==> config.mk <==
export PLATFORM = sky130hd
export DESIGN_NAME = rwt_turnaround_timer
export DESIGN_NICKNAME = d
export VERILOG_FILES = /design/src/pkg/rwt_pkg.sv /design/src/pkg/rwt_rd_if.sv /design/src/rtl/rwt_read_window.sv /design/src/rtl/rwt_turnaround_timer.sv
export SDC_FILE = /design/constraint.sdc
export NUM_CORES = 1
export LEC_CHECK = 0
export ABC_CLOCK_PERIOD_IN_PS = 6300
export BUFFER_PORTS_ARGS = -buffer_cell sky130_fd_sc_hd__buf_2
export CORE_MARGIN = 2
export CORE_UTILIZATION = 30
export DETAILED_ROUTE_END_ITERATION = 16
export HOLD_SLACK_MARGIN = 0.08
export MAX_ROUTING_LAYER = met4
export PLACE_DENSITY = 0.5
export SLEW_MARGIN = 15
export SYNTH_ARGS = -nofsm -noshare
export SYNTH_HDL_FRONTEND = slang
export SYNTH_HIERARCHICAL = 1
export SYNTH_SLANG_ARGS = --single-unit
==> constraint.sdc <==
create_clock -name clk_sys -period 6.3 [get_ports clk_sys]
set_clock_uncertainty 0.05 [all_clocks]
set_input_delay 1.26 -clock clk_sys [delete_from_list [all_inputs] [get_ports clk_sys]]
set_output_delay 1.26 -clock clk_sys [all_outputs]
set_load 0.01 [all_outputs]
==> src/pkg/rwt_pkg.sv <==
// constants and types shared by the read/write turnaround timer
package rwt_pkg;
   localparam int unsigned LAT_W = 6;
   localparam int unsigned CNT_W = 8;
   localparam int unsigned BG_W = 2;
   localparam int unsigned WTR_W = 4;
   localparam int unsigned DRIVE_PIPE_DEPTH = 80;
   localparam logic [CNT_W-1:0] BURST_EIGHT = 8'h08;
   localparam logic [CNT_W-1:0] BURST_CHOP_FOUR = 8'h04;
   localparam logic [CNT_W-1:0] ONE_CK = 8'h01;
   localparam logic [CNT_W-1:0] PREAMBLE_ONE_CK = 8'h01;
   localparam logic [CNT_W-1:0] PREAMBLE_TWO_CK = 8'h02;
   localparam logic [CNT_W-1:0] CNT_MAX = 8'hff;
   localparam logic [7:0] EIGHT_DRIVE_MASK = 8'h0f;
   localparam logic [7:0] CHOP_DRIVE_MASK = 8'h03;
   typedef enum logic [1:0]
   {
      RWT_BURST_FIXED_EIGHT = 2'b00,
      RWT_BURST_ON_THE_FLY = 2'b01,
      RWT_BURST_FIXED_CHOP = 2'b10
   } rwt_burst_mode_t;
endpackage

==> src/pkg/rwt_rd_if.sv <==
// read launch and data drive window between the timer and its drive window
`timescale 1ns/10ps
interface rwt_rd_if;
   import rwt_pkg::*;
   logic launch;
   logic chop;
   logic [LAT_W-1:0] read_latency;
   logic drive;
   modport ctrl (output launch, output chop, output read_latency, input drive);
   modport win (input launch, input chop, input read_latency, output drive);
endinterface

==> src/rtl/rwt_read_window.sv <==
// read data drive window: starts at read_latency, holds four or two clocks
`timescale 1ns/10ps
module rwt_read_window
   import rwt_pkg::*;
#(
   parameter int unsigned DEPTH = DRIVE_PIPE_DEPTH
)
(
   input wire logic clk_sys,
   input wire logic rst_n,
   rwt_rd_if.win rd
);
   logic [DEPTH-1:0] pipe;
   logic [CNT_W-1:0] since_launch;
   logic [LAT_W-1:0] rl_cap;
   logic chop_cap;
   logic lone;

   function automatic logic [DEPTH-1:0] window_mask(input logic [LAT_W-1:0] rl,
                                                    input logic chop);
      logic [DEPTH-1:0] beats;
      beats = chop ? DEPTH'(CHOP_DRIVE_MASK) : DEPTH'(EIGHT_DRIVE_MASK);
      return beats << rl;
   endfunction

   // one bit per future clock; overlapping bursts simply merge
   // drive from read_latency
   always_ff @(posedge clk_sys or negedge rst_n)
   begin
      if (!rst_n)
         pipe <= '0;
      else
         pipe <= (pipe >> 1) | (rd.launch ? window_mask(rd.read_latency, rd.chop) : '0);
   end

   assign rd.drive = pipe[0];

   // helper state for the checks below
   always_ff @(posedge clk_sys or negedge rst_n)
   begin
      if (!rst_n)
      begin
         since_launch <= CNT_MAX;
         rl_cap <= '0;
         chop_cap <= 1'b0;
         lone <= 1'b1;
      end
      else if (rd.launch)
      begin
         // a read issued while an earlier window is pending gets no start or release time check
         lone <= (since_launch > CNT_W'(rl_cap) + 8'h05);
         since_launch <= ONE_CK;
         rl_cap <= rd.read_latency;
         chop_cap <= rd.chop;
      end
      else if (since_launch != CNT_MAX)
         since_launch <= since_launch + ONE_CK;
   end
endmodule // rwt_read_window

==> src/rtl/rwt_turnaround_timer.sv <==
// read/write turnaround checker and read drive window of the dram core
`timescale 1ns/10ps
module rwt_turnaround_timer
   import rwt_pkg::*;
(
   input wire logic clk_sys,
   input wire logic rst_n,
   input wire logic dll_enabled,
   input wire logic dll_locked,
   input wire logic zq_extended_applied,
   input wire logic [1:0] burst_mode,
   input wire logic [LAT_W-1:0] cas_latency,
   input wire logic [LAT_W-1:0] write_cas_latency,
   input wire logic write_preamble_two_ck,
   input wire logic [WTR_W-1:0] write_to_read_long,
   input wire logic [WTR_W-1:0] write_to_read_short,
   input wire logic cmd_read,
   input wire logic cmd_write,
   input wire logic [BG_W-1:0] cmd_bank_group,
   input wire logic cmd_a12,
   output logic read_drive_en,
   output logic read_chop_active,
   output logic rd_to_wr_early,
   output logic wr_to_rd_early
);
   rwt_rd_if rd ();

   logic normal_op;
   logic checks_on;
   logic read_is_chop;
   logic [CNT_W-1:0] rd_half;
   logic [CNT_W-1:0] wr_half;
   logic [CNT_W-1:0] wpre;
   logic [CNT_W-1:0] since_read;
   logic [CNT_W-1:0] since_write;
   logic seen_read;
   logic seen_write;
   logic [CNT_W-1:0] last_rd_half;
   logic [CNT_W-1:0] last_wr_half;
   logic [BG_W-1:0] last_wr_group;
   logic [CNT_W-1:0] wtr_pick;
   logic next_rd_to_wr_early;
   logic next_wr_to_rd_early;

   function automatic logic [CNT_W-1:0] bump(input logic [CNT_W-1:0] c);
      return (c == CNT_MAX) ? c : c + ONE_CK;
   endfunction

   // one spare bit so a saturated counter plus latency cannot wrap
   function automatic logic [CNT_W:0] wide(input logic [CNT_W-1:0] v);
      return {1'b0, v};
   endfunction

   assign normal_op = dll_enabled & dll_locked;
   assign checks_on = normal_op & zq_extended_applied;

   // read length, a12 on the fly
   assign read_is_chop = (burst_mode == RWT_BURST_FIXED_CHOP)
                       | ((burst_mode == RWT_BURST_ON_THE_FLY) & ~cmd_a12);
   assign rd_half = (read_is_chop ? BURST_CHOP_FOUR : BURST_EIGHT) >> 1;
   assign wr_half = ((burst_mode == RWT_BURST_FIXED_CHOP) ? BURST_CHOP_FOUR : BURST_EIGHT) >> 1;
   assign wpre = write_preamble_two_ck ? PREAMBLE_TWO_CK : PREAMBLE_ONE_CK;

   assign rd.launch = cmd_read;
   assign rd.chop = read_is_chop;
   assign rd.read_latency = cas_latency;

   rwt_read_window #(.DEPTH(DRIVE_PIPE_DEPTH)) u_window
   (
      .clk_sys(clk_sys),
      .rst_n(rst_n),
      .rd(rd)
   );

   // last read and write kept for spacing
   always_ff @(posedge clk_sys or negedge rst_n)
   begin
      if (!rst_n)
      begin
         since_read <= CNT_MAX;
         seen_read <= 1'b0;
         last_rd_half <= BURST_EIGHT >> 1;
      end
      else if (cmd_read)
      begin
         since_read <= '0;
         seen_read <= 1'b1;
         last_rd_half <= rd_half;
      end
      else
         since_read <= bump(since_read);
   end

   always_ff @(posedge clk_sys or negedge rst_n)
   begin
      if (!rst_n)
      begin
         since_write <= CNT_MAX;
         seen_write <= 1'b0;
         last_wr_half <= BURST_EIGHT >> 1;
         last_wr_group <= '0;
      end
      else if (cmd_write)
      begin
         since_write <= '0;
         seen_write <= 1'b1;
         last_wr_half <= wr_half;
         last_wr_group <= cmd_bank_group;
      end
      else
         since_write <= bump(since_write);
   end

   // same group long delay, other group short
   assign wtr_pick = (cmd_bank_group == last_wr_group) ? CNT_W'(write_to_read_long)
                                                       : CNT_W'(write_to_read_short);

   always_comb
   begin
      // distance in clocks is counter plus one; latencies moved across to stay unsigned
      // a counter parked at its ceiling must never look like a short distance
      // read to write, any group
      next_rd_to_wr_early = checks_on & cmd_write & seen_read
         & ((wide(since_read) + wide(CNT_W'(write_cas_latency)))
            < (wide(CNT_W'(cas_latency)) + wide(last_rd_half) + wide(wpre)));
      next_wr_to_rd_early = checks_on & cmd_read & seen_write
         & ((wide(since_write) + wide(ONE_CK))
            < (wide(CNT_W'(write_cas_latency)) + wide(last_wr_half) + wide(wtr_pick)));
   end

   always_ff @(posedge clk_sys or negedge rst_n)
   begin
      if (!rst_n)
      begin
         rd_to_wr_early <= 1'b0;
         wr_to_rd_early <= 1'b0;
      end
      else
      begin
         rd_to_wr_early <= next_rd_to_wr_early;
         wr_to_rd_early <= next_wr_to_rd_early;
      end
   end

   always_ff @(posedge clk_sys or negedge rst_n)
   begin
      if (!rst_n)
      begin
         read_drive_en <= 1'b0;
         read_chop_active <= 1'b0;
      end
      else
      begin
         read_drive_en <= rd.drive;
         if (cmd_read)
            read_chop_active <= read_is_chop;
      end
   end
endmodule // rwt_turnaround_timer

==> results of run 1 <==
## sequential cells by signal (all words and copies together) (netlist names)
signal	cells
last_rd_half	2
last_wr_group	2
u_window/pipe	67
read_drive_en	1
rd_to_wr_early	1
wr_to_rd_early	1
seen_read	1
last_wr_half	2
since_write	8
since_read	8
seen_write	1
## final cells by class
class                           count  area [µm²]
Fill cell                        1613       10280
Sequential cell                    94        2375
Multi-Input combinational cell    313        2345
Tap cell                          216       270.3
Clock buffer                        9       225.2
Timing Repair Buffer               37       190.2
Inverter                           20       75.07
Clock inverter                      7       62.56
## routing by layer
metal,up-vias,share of wire
met5,-,0
met4,0,0.010
met3,7,0.025
li1,1652,-
met1,1735,0.50
met2,43,0.46
## final timing paths
path / cells after the start / to
max: 14 / wr_to_rd_early
min: 0 / read_drive_en
max reg2reg: 13 / wr_to_rd_early
min reg2reg: 0 / read_drive_en
max in group asynchronous: 2 / u_window/pipe[13]
min in group asynchronous: 1 / u_window/pipe[17]
## synth_stat cells, types with 2 or more instances
master	number	area, µm²
dfrtp_1	76	1902
nand2_1	35	131.4
ha_1	31	387.9
o21bai_1	31	232.7
a21o_1	30	225.2
a21oi_1	20	100.1
inv_1	20	75.07
dfstp_2	18	473.0
nor2_1	13	48.80
o21ai_0	13	65.06
nor2b_1	12	75.07
a31oi_1	11	68.82
xnor2_1	11	96.34
xor2_1	9	78.83
nor3_1	8	40.04
a31o_2	7	61.31
buf_2	7	35.03
nand2b_1	7	43.79
nand3_1	7	35.03
and3_1	6	37.54
fa_1	6	120.1
clkbuf_1	5	18.77
mux2_2	5	56.30
nor3b_1	5	37.54
a22o_1	3	26.28
and2_1	3	18.77
and4b_1	3	30.03
mux2i_1	3	30.03
or2_2	3	18.77
a2111o_1	2	22.52
a211oi_1	2	15.01
a41o_1	2	20.02
nand3_2	2	20.02
nand3b_1	2	15.01
o21a_1	2	15.01
## report_power, final
| part | leakage (nW) | switching, mW | internal, mW |
|---|---|---|---|
| registers | 1.06 | 0.0312 | 0.690 |
| clock network | 0.145 | 0.254 | 0.278 |
| logic | 1.33 | 0.156 | 0.133 |
## cell families after synthesis
| group | count (synthesis) |
|---|---|
| DFF | 94 |
| adders and majority gates | 37 |
| xor gates and xnor gates | 20 |
| AOI/OAI and AO/OA | 133 |
| muxes | 8 |
| and+or+nand+nor | 115 |
| buffers and inverters | 34 |
## metrics by stage
step                std cells  cell area, µm²
floorplan                 441            4857
global placement          680            5255
detailed placement        680            5255
CTS                       696            5543
global route              696            5543
finish                    696            5543
==> flow_metrics.tcl, run 1 <==
set metrics [dict create \
    synth-seq-cells 94 \
    avgViaCountPerCell 4.938 \
    drv_slew 0 \
    clk_latency_ns 0.34 \
    synth-compound-area-share 0.1947 \
    io_pins 37 \
    rows 46 \
    finalPower_mw 1.541 \
    grt_use_met1 0.1909 \
    cts_resized 0 \
    cp.arrival_ns 4.15 \
    portBuffers 36 \
    cp_max_fo 4 \
    top_usage_layer "met2" \
    r2r_start "last_wr_group[0]" \
    yosys_warnings 6 \
    period_minus_slack_ns 3.958 \
    clock-sinks 94 \
    dieWidth_um 131.2 \
    syn_inst 441 \
    setup_viol_count_final 0 \
    clk_pin_slew_worst_paths_ns 0.07 \
    ant_nets 0 \
    final_core_util 0.3502 \
    design.die.area_um2 17220 \
    critPathMaxStageDelay_ns 0.44 \
    fin_ws_ns 2.342 \
    layout.nets 545 \
    cp_data_required_time_ns 6.49 \
    synth_xor_xnor_area_share 0.03606 \
    clk_path_buf_depth 2 \
    critical_path_class "input pin to register" \
    cp_slowest_cell "fa_1" \
    cts_root_buf "clkbuf_16" \
    synth_top_family_by_area "compound AO/OA/AOI/OAI gates" \
    grt_pass1_vias 3585 \
    synth_area_um2 4857 \
    track_usage 0.1373 \
    rrSetupSlack_ns 2.96 \
    status "finished, final reports clean" \
    synth_fp_nets 511 \
    synth_adder_area_share 0.1046 \
    leakage_nw 2.534 \
    gp_congestion 0.8098 \
    synth_cell_types 56 \
    ctsHoldBuffers 0 \
    powerDensity_nw_per_um2 278.1 \
    initial_core_util 0.3069 \
    pre_cts_ws_ns 1.977 \
    synth.area.mux_share 0.01777 \
    final_common_cell "dfrtp_1" \
    synth_edf_count 0 \
    critPathLaunch "cmd_bank_group[0]" \
    cap_violations 0 \
    finalHoldViolCount 0 \
    cts_tree "built" \
    fin_setup_tns_ns 0 \
    rsz0062_at_grt "false" \
    cts_buffers 9 \
    layout_common_cells "dfrtp_1, nand2_1, buf_2" \
    grt_max_degree 54 \
    synthFlopType "dfrtp_1" \
    area_delta_synth_final_pct 14.12 \
    core-area_um2 15830 \
    wl_per_cell_um 15.73 \
    path_cells "buf_2 -> xnor2_1 -> and2_1 -> nand2_1 -> nand2_1 -> fa_1 -> ha_1 -> a21o_1 -> a21oi_1 -> nor2b_1 -> o21ai_0 -> ha_1 -> a2111o_1 -> a311oi_1" \
    drcViolationCount 0 \
    max_freq_mhz 252.7 \
    totalWireLength_um 10950 \
    critical_path_buf_inv_count 1 \
    grt_pass1_wl_um 18550 \
    critPathCaptureType "register" \
    min-delay-start "u_window/pipe[0]" \
    holdWs_ns 0.3032 \
    async_flop_share 1.000 \
    peakVddDrop_mv 0.1192 \
    vias 3437 \
    yosysSeqAreaShare 0.4889 \
    synthSimpleGateAreaFrac 0.1296 \
    start_kind "input pin" \
    gr-usage-met2 0.2058 \
    postCtsSetupBuffers 0 \
    synth_area_per_cell_um2 11.01 \
    n_antenna_cell 0 \
    grt_overflow 0 \
    drive_above_1_share 0.1896 \
    htreeDepth 3 \
    max-slew-margin-rel 0.5523 \
    antenna_found_initial 0 \
    hp-class "register to register" \
    die_height_um 131.2 \
    tightest_slew_ns 0.6715 \
    drtIter0Drc 211 \
    dr.pass1.iters 5 \
    groute.layer.met3.usage 0.02160 \
    fin_crit_sh 0.6282 \
    hpwl_um 7942 \
    crit_family "compound AO/OA/AOI/OAI gates" \
]
(Power assumes the default switching activity.)
==> run 2: changes to the inputs <==
Settings changed: ABC_CLOCK_PERIOD_IN_PS 6300 to 3280, PLACE_DENSITY 0.5 to 0.51.
Clock period 6.3 ns to 3.28 ns, I/O delays scaled along.
==> run 2 against run 1 <==
Hold slack got worse by 0.055 ns. Critical endpoint unchanged. Largest power group unchanged. Clock power increased by 100%. Design area increased by 2.6%. Sequential power increased by 91%. Clock-buffer cell count increased by 1. Total power increased by 99%. First-iteration DRC count decreased by 1.4%. Cell count increased by 1.4%. Die area unchanged.
==> flow_metrics.tcl, run 2 (same netlist as run 1, synthesis figures left out) <==
set metrics [dict create \
    tightest_slew_ns 0.5781 \
    post_dp_cell_area_um2 5338 \
    max_freq_mhz 307.1 \
    reg2regPathDepth 13 \
    internal-power_mw 2.233 \
    dieWidth_um 131.2 \
    fin_crit_sh 0.9928 \
    comb_power_share 0.195 \
    hp-class "input pin to async pin" \
    top_register "u_window/pipe" \
    p_sw_frac 0.2710 \
    io_pins 37 \
    top_regs "u_window/pipe (67), since_read (8), since_write (8)" \
    design_area_um2 5689 \
    ant_nets 0 \
    largest_register_ffs 67 \
    max-slew-margin-rel 0.6036 \
    initial_core_util 0.3069 \
    gp_congestion 0.8202 \
    portBuffers 36 \
    clk_pin_slew_worst_paths_ns 0.07 \
    layout.nets 555 \
    setup_viol_count_final 0 \
    htreeDepth 3 \
    clock-sinks 94 \
    grt_overflow 0 \
    dr_wl_met2_um 5240 \
    fin_setup_tns_ns 0 \
    cp.arrival_ns 3.47 \
    cts_tree "built" \
    start_kind "input pin" \
    pre_cts_ws_ns -0.3706 \
    period_minus_slack_ns 3.256 \
    drtIter0Drc 208 \
    totalWireLength_um 10980 \
    r2r-end "wr_to_rd_early" \
    r2r_start "last_wr_group[0]" \
    cts_buffers 9 \
    peakVddDrop_mv 0.1879 \
    rsz0062_at_grt "true" \
    vias 3465 \
    ctsHoldBuffers 0 \
    final_common_cell "dfrtp_1" \
    cts_root_buf "clkbuf_16" \
    clk_latency_ns 0.35 \
    cp_data_required_time_ns 3.49 \
    grt_pass1_wl_um 18610 \
    hpwl_um 8010 \
    antenna_found_initial 0 \
    highest_layer "met4" \
    routed-wl-met3_um 322 \
    holdWs_ns 0.2479 \
    fin_ws_ns 0.02368 \
    design.die.area_um2 17220 \
    n_antenna_cell 0 \
    layout_common_cells "dfrtp_1, buf_2, nand2_1" \
    drcViolationCount 0 \
    area_delta_synth_final_pct 17.13 \
    finalHoldViolCount 0 \
    critPathCaptureType "register" \
    dr.pass1.iters 4 \
    switching_power_mw 0.8300 \
    drive_above_1_share 0.2245 \
    grt_pass1_vias 3576 \
    clk_path_buf_depth 2 \
    wl_met1_um 5194 \
    grt_max_degree 53 \
    die_height_um 131.2 \
    avgViaCountPerCell 4.908 \
    wl_per_cell_um 15.55 \
    rrSetupSlack_ns 0.05 \
    cp_max_fo 3 \
    status "finished, final reports clean" \
    fill_cells 1588 \
    drv_slew 0 \
    core-area_um2 15830 \
    seqPwrFrac 0.451 \
    track_usage 0.1394 \
    leakage_nw 2.610 \
    rows 46 \
    powerDensity_nw_per_um2 538.3 \
    p_clk_frac 0.353 \
    cap_violations 0 \
    critical_path_class "input pin to register" \
]
==> run 2: cell types whose count changed in the layout (fill, tap and decap cells not counted), moves of 2 or more <==
| cell | previous run | this run |
|---|---|---|
| buf_4 | 2 | 11 |
| a21oi_2 | 0 | 2 |
| xnor2_2 | 0 | 2 |
| a21oi_1 | 20 | 18 |
| inv_6 | 3 | 1 |
| xnor2_1 | 11 | 9 |
| o21ai_1 | 0 | 2 |
| o21ai_0 | 13 | 11 |
==> run 2: stage by stage <==
| step | utilization | instances | power (mW) |
|---|---|---|---|
| 6_report | 0.3594 | 706 | 3.063 |
| 5_1_grt | 0.3594 | 706 | 3.254 |
| 4_1_cts | 0.3572 | 706 | 3.093 |
| 3_5_place_dp | 0.3372 | 689 | 1.990 |
| 3_3_place_gp | 0.3372 | 689 | 1.972 |
| 2_1_floorplan | - | 441 | 1.782 |
==> run 2: worst max-delay path by stage <==
stage / startpoint / to / slack (ns) / cells after the start
final: cmd_bank_group[1] / wr_to_rd_early / 0.02 / 14
after floorplan: cmd_bank_group[0] / wr_to_rd_early / -0.04 / 15
after global placement: cmd_bank_group[1] / wr_to_rd_early / -0.24 / 16
after detailed placement: cmd_bank_group[1] / wr_to_rd_early / -0.37 / 16
after global routing: last_wr_group[0] / wr_to_rd_early / -0.11 / 13
after CTS: last_wr_group[0] / wr_to_rd_early / 0.01 / 13
==> run 2: what timing repair did <==
item / 4_1_cts / 5_1_grt
setup buffers: 1 / 0
pin swaps: 0 / 5
hold endpoints to repair: 0 / 0
resized for setup: 0 / 10
endpoints found under the setup margin: 1 / 1
==> run 2: worst max-delay path: stages <==
cell and delay (ns):
buf_2 0.12, xnor2_2 0.19, and2_4 0.19, nand2_1 0.07, nand2_1 0.07, fa_1 0.43
ha_1 0.31, a21o_1 0.17, a21oi_2 0.16, nor2b_1 0.06, o21ai_1 0.15, ha_1 0.27
a2111o_1 0.43, a311oi_2 0.18
==> run 2: power groups by stage <==
stage | clock network (mW) | logic [mW] | registers, mW
after global routing | 1.17 | 0.686 | 1.40
after detailed placement | 0 | 0.588 | 1.40
after CTS | 1.12 | 0.595 | 1.38
final | 1.08 | 0.598 | 1.38
after floorplan | 0 | 0.397 | 1.38
after global placement | 0 | 0.569 | 1.40
==> run 2: final cells by class <==
class	instances	area (µm²)	area share
Clock buffer	10	239.0	0.04201
Clock inverter	6	68.82	0.01210
Inverter	20	75.07	0.01320
Multi-Input combinational cell	313	2384	0.4190
Sequential cell	94	2375	0.4174
Tap cell	216	270.3	0.04750
Timing Repair Buffer	47	277.8	0.04882
==> run 2: per-layer routing <==
metal	global-route usage	up-vias
met5	-	-
met4	0.05978	0
met3	0.01968	14
met2	0.2155	59
met1	0.1839	1718
li1	-	1674
==> run 3: changes to the inputs <==
Settings changed: MAX_ROUTING_LAYER met4 to not set.
==> run 3 against run 2 <==
Wire length about the same. Combinational power barely moved. Global-route usage is 0.38 points lower. Sequential cell count unchanged. Clock-buffer cell count stayed put. Hold slack better by 0.0012 ns. Design area is 0.18% higher. Core utilization increased by 0.063 points.
==> flow_metrics.tcl, run 3 (same netlist as run 1, synthesis figures left out) <==
set metrics [dict create \
    r2r_start "last_wr_group[0]" \
    finalPower_mw 3.066 \
    top_regs "u_window/pipe (67), since_read (8), since_write (8)" \
    initial_core_util 0.3069 \
    track_usage 0.1356 \
    period_minus_slack_ns 3.239 \
    drtIter0Drc 191 \
    design.die.area_um2 17220 \
    leakage_nw 2.607 \
    cts_root_buf "clkbuf_16" \
    core-area_um2 15830 \
    htreeDepth 3 \
    avgViaCountPerCell 4.945 \
    cts_tree "built" \
    grt_pass1_vias 3587 \
    path_cells "buf_4 -> xnor2_2 -> and2_4 -> nand2_2 -> nand2_2 -> fa_1 -> ha_1 -> a21o_1 -> a21oi_2 -> nor2b_1 -> o21ai_1 -> ha_1 -> a2111o_1 -> a311oi_2" \
    dieWidth_um 131.2 \
    grt_pass1_wl_um 18630 \
    top_register "u_window/pipe" \
    drcViolationCount 0 \
    multiInputGateArea_um2 2391 \
    clk_pin_slew_worst_paths_ns 0.07 \
    powerDensity_nw_per_um2 538.0 \
    stdcell_count 706 \
    setup_viol_count_final 0 \
    cp_slowest_cell "fa_1" \
    clk_path_buf_depth 2 \
    layout_common_cells "dfrtp_1, buf_2, nand2_1" \
    io_pins 37 \
    totalWireLength_um 10990 \
    drive_above_1_share 0.2327 \
    clk_latency_ns 0.35 \
    cts_buffers 9 \
    n_antenna_cell 0 \
    dp.cells 689 \
    critical_path_class "input pin to register" \
    reg2regPathDepth 13 \
    final_common_cell "dfrtp_1" \
    hpwl_um 8010 \
    area_delta_synth_final_pct 17.34 \
    tightest_slew_ns 0.5751 \
    ant_nets 0 \
    wl_per_cell_um 15.56 \
    clock-sinks 94 \
    rsz0062_at_grt "true" \
    cp.arrival_ns 3.45 \
    holdWs_ns 0.2491 \
    layout.nets 555 \
    critPathCaptureType "register" \
    fin_crit_sh 0.9876 \
    start_kind "input pin" \
    cp_max_fo 3 \
    max-slew-margin-rel 0.6056 \
    cap_violations 0 \
    vias 3491 \
    die_height_um 131.2 \
    portBuffers 36 \
    status "finished, final reports clean" \
    r2r-end "wr_to_rd_early" \
    finalHoldViolCount 0 \
    fill_cells 1586 \
    peakVddDrop_mv 0.1887 \
    drv_slew 0 \
    critPathMaxStageDelay_ns 0.43 \
    cp_data_required_time_ns 3.49 \
    largest_register_ffs 67 \
    grt_overflow 0 \
    antenna_found_initial 0 \
    final_core_util 0.3601 \
    dr.pass1.iters 4 \
    rrSetupSlack_ns 0.06 \
    seq_area_um2 2375 \
    gp_congestion 0.8083 \
    hp-class "input pin to async pin" \
    grt_max_degree 53 \
    max_freq_mhz 308.7 \
    rows 46 \
]
-- run 3: cell counts in the layout (fill, tap and decap cells not counted) --
Identical to the previous run, type by type.
-- run 3: metrics by stage --
stage	TNS, ns	area (µm²)	setup slack (ns)
global route	-0.09728	5699	-0.09728
global placement	-0.2530	5338	-0.2353
floorplan	-0.03861	4860	-0.03861
detailed placement	-0.4225	5338	-0.3706
CTS	0	5653	0.01034
finish	0	5699	0.04070
-- run 3: routing by layer --
metal  track usage  vias up  routed length, µm
li1              -     1672                  -
met1        0.1832     1731               5180
met2        0.2152       72               5181
met3       0.02199       16                384
met4       0.05978        0                242
met5             0        -                  0
-- run 3: where the power goes --
part | switching, mW | leakage, nW | total, mW | internal [mW]
Combinational | 0.311 | 1.39 | 0.601 | 0.290
Sequential | 0.0567 | 1.06 | 1.38 | 1.33
Clock | 0.464 | 0.155 | 1.08 | 0.618
-- run 3: how the worst max path moves through the flow --
stage,slack (ns),end,start,cells after the start
finish,0.04,wr_to_rd_early,cmd_bank_group[1],14
global placement,-0.24,wr_to_rd_early,cmd_bank_group[1],16
detailed placement,-0.37,wr_to_rd_early,cmd_bank_group[1],16
CTS,0.01,wr_to_rd_early,last_wr_group[0],13
global route,-0.1,wr_to_rd_early,last_wr_group[0],13
floorplan,-0.04,wr_to_rd_early,cmd_bank_group[0],15
-- run 3: area by class of cell --
type | instances | share of cell area
Inverter | 20 | 0.01317
Sequential cell | 94 | 0.4167
Clock inverter | 6 | 0.01207
Tap cell | 216 | 0.04742
Clock buffer | 10 | 0.04193
Timing Repair Buffer | 47 | 0.04918
Multi-Input combinational cell | 313 | 0.4195
-- run 3: worst max-delay path, delay by kind of cell --
kind	cells	cell delay, ns
compound gates	5	1.10
xor+xnor	1	0.19
fa+ha+maj	3	1.01
buf+inv	1	0.12
simple gates	4	0.37
-- run 3: repair_timing --
item,in CTS,in global routing
setup buffers,1,0
pin swaps,0,4
resized for setup,0,15
hold buffers,0,0
setup endpoints to repair,1,1
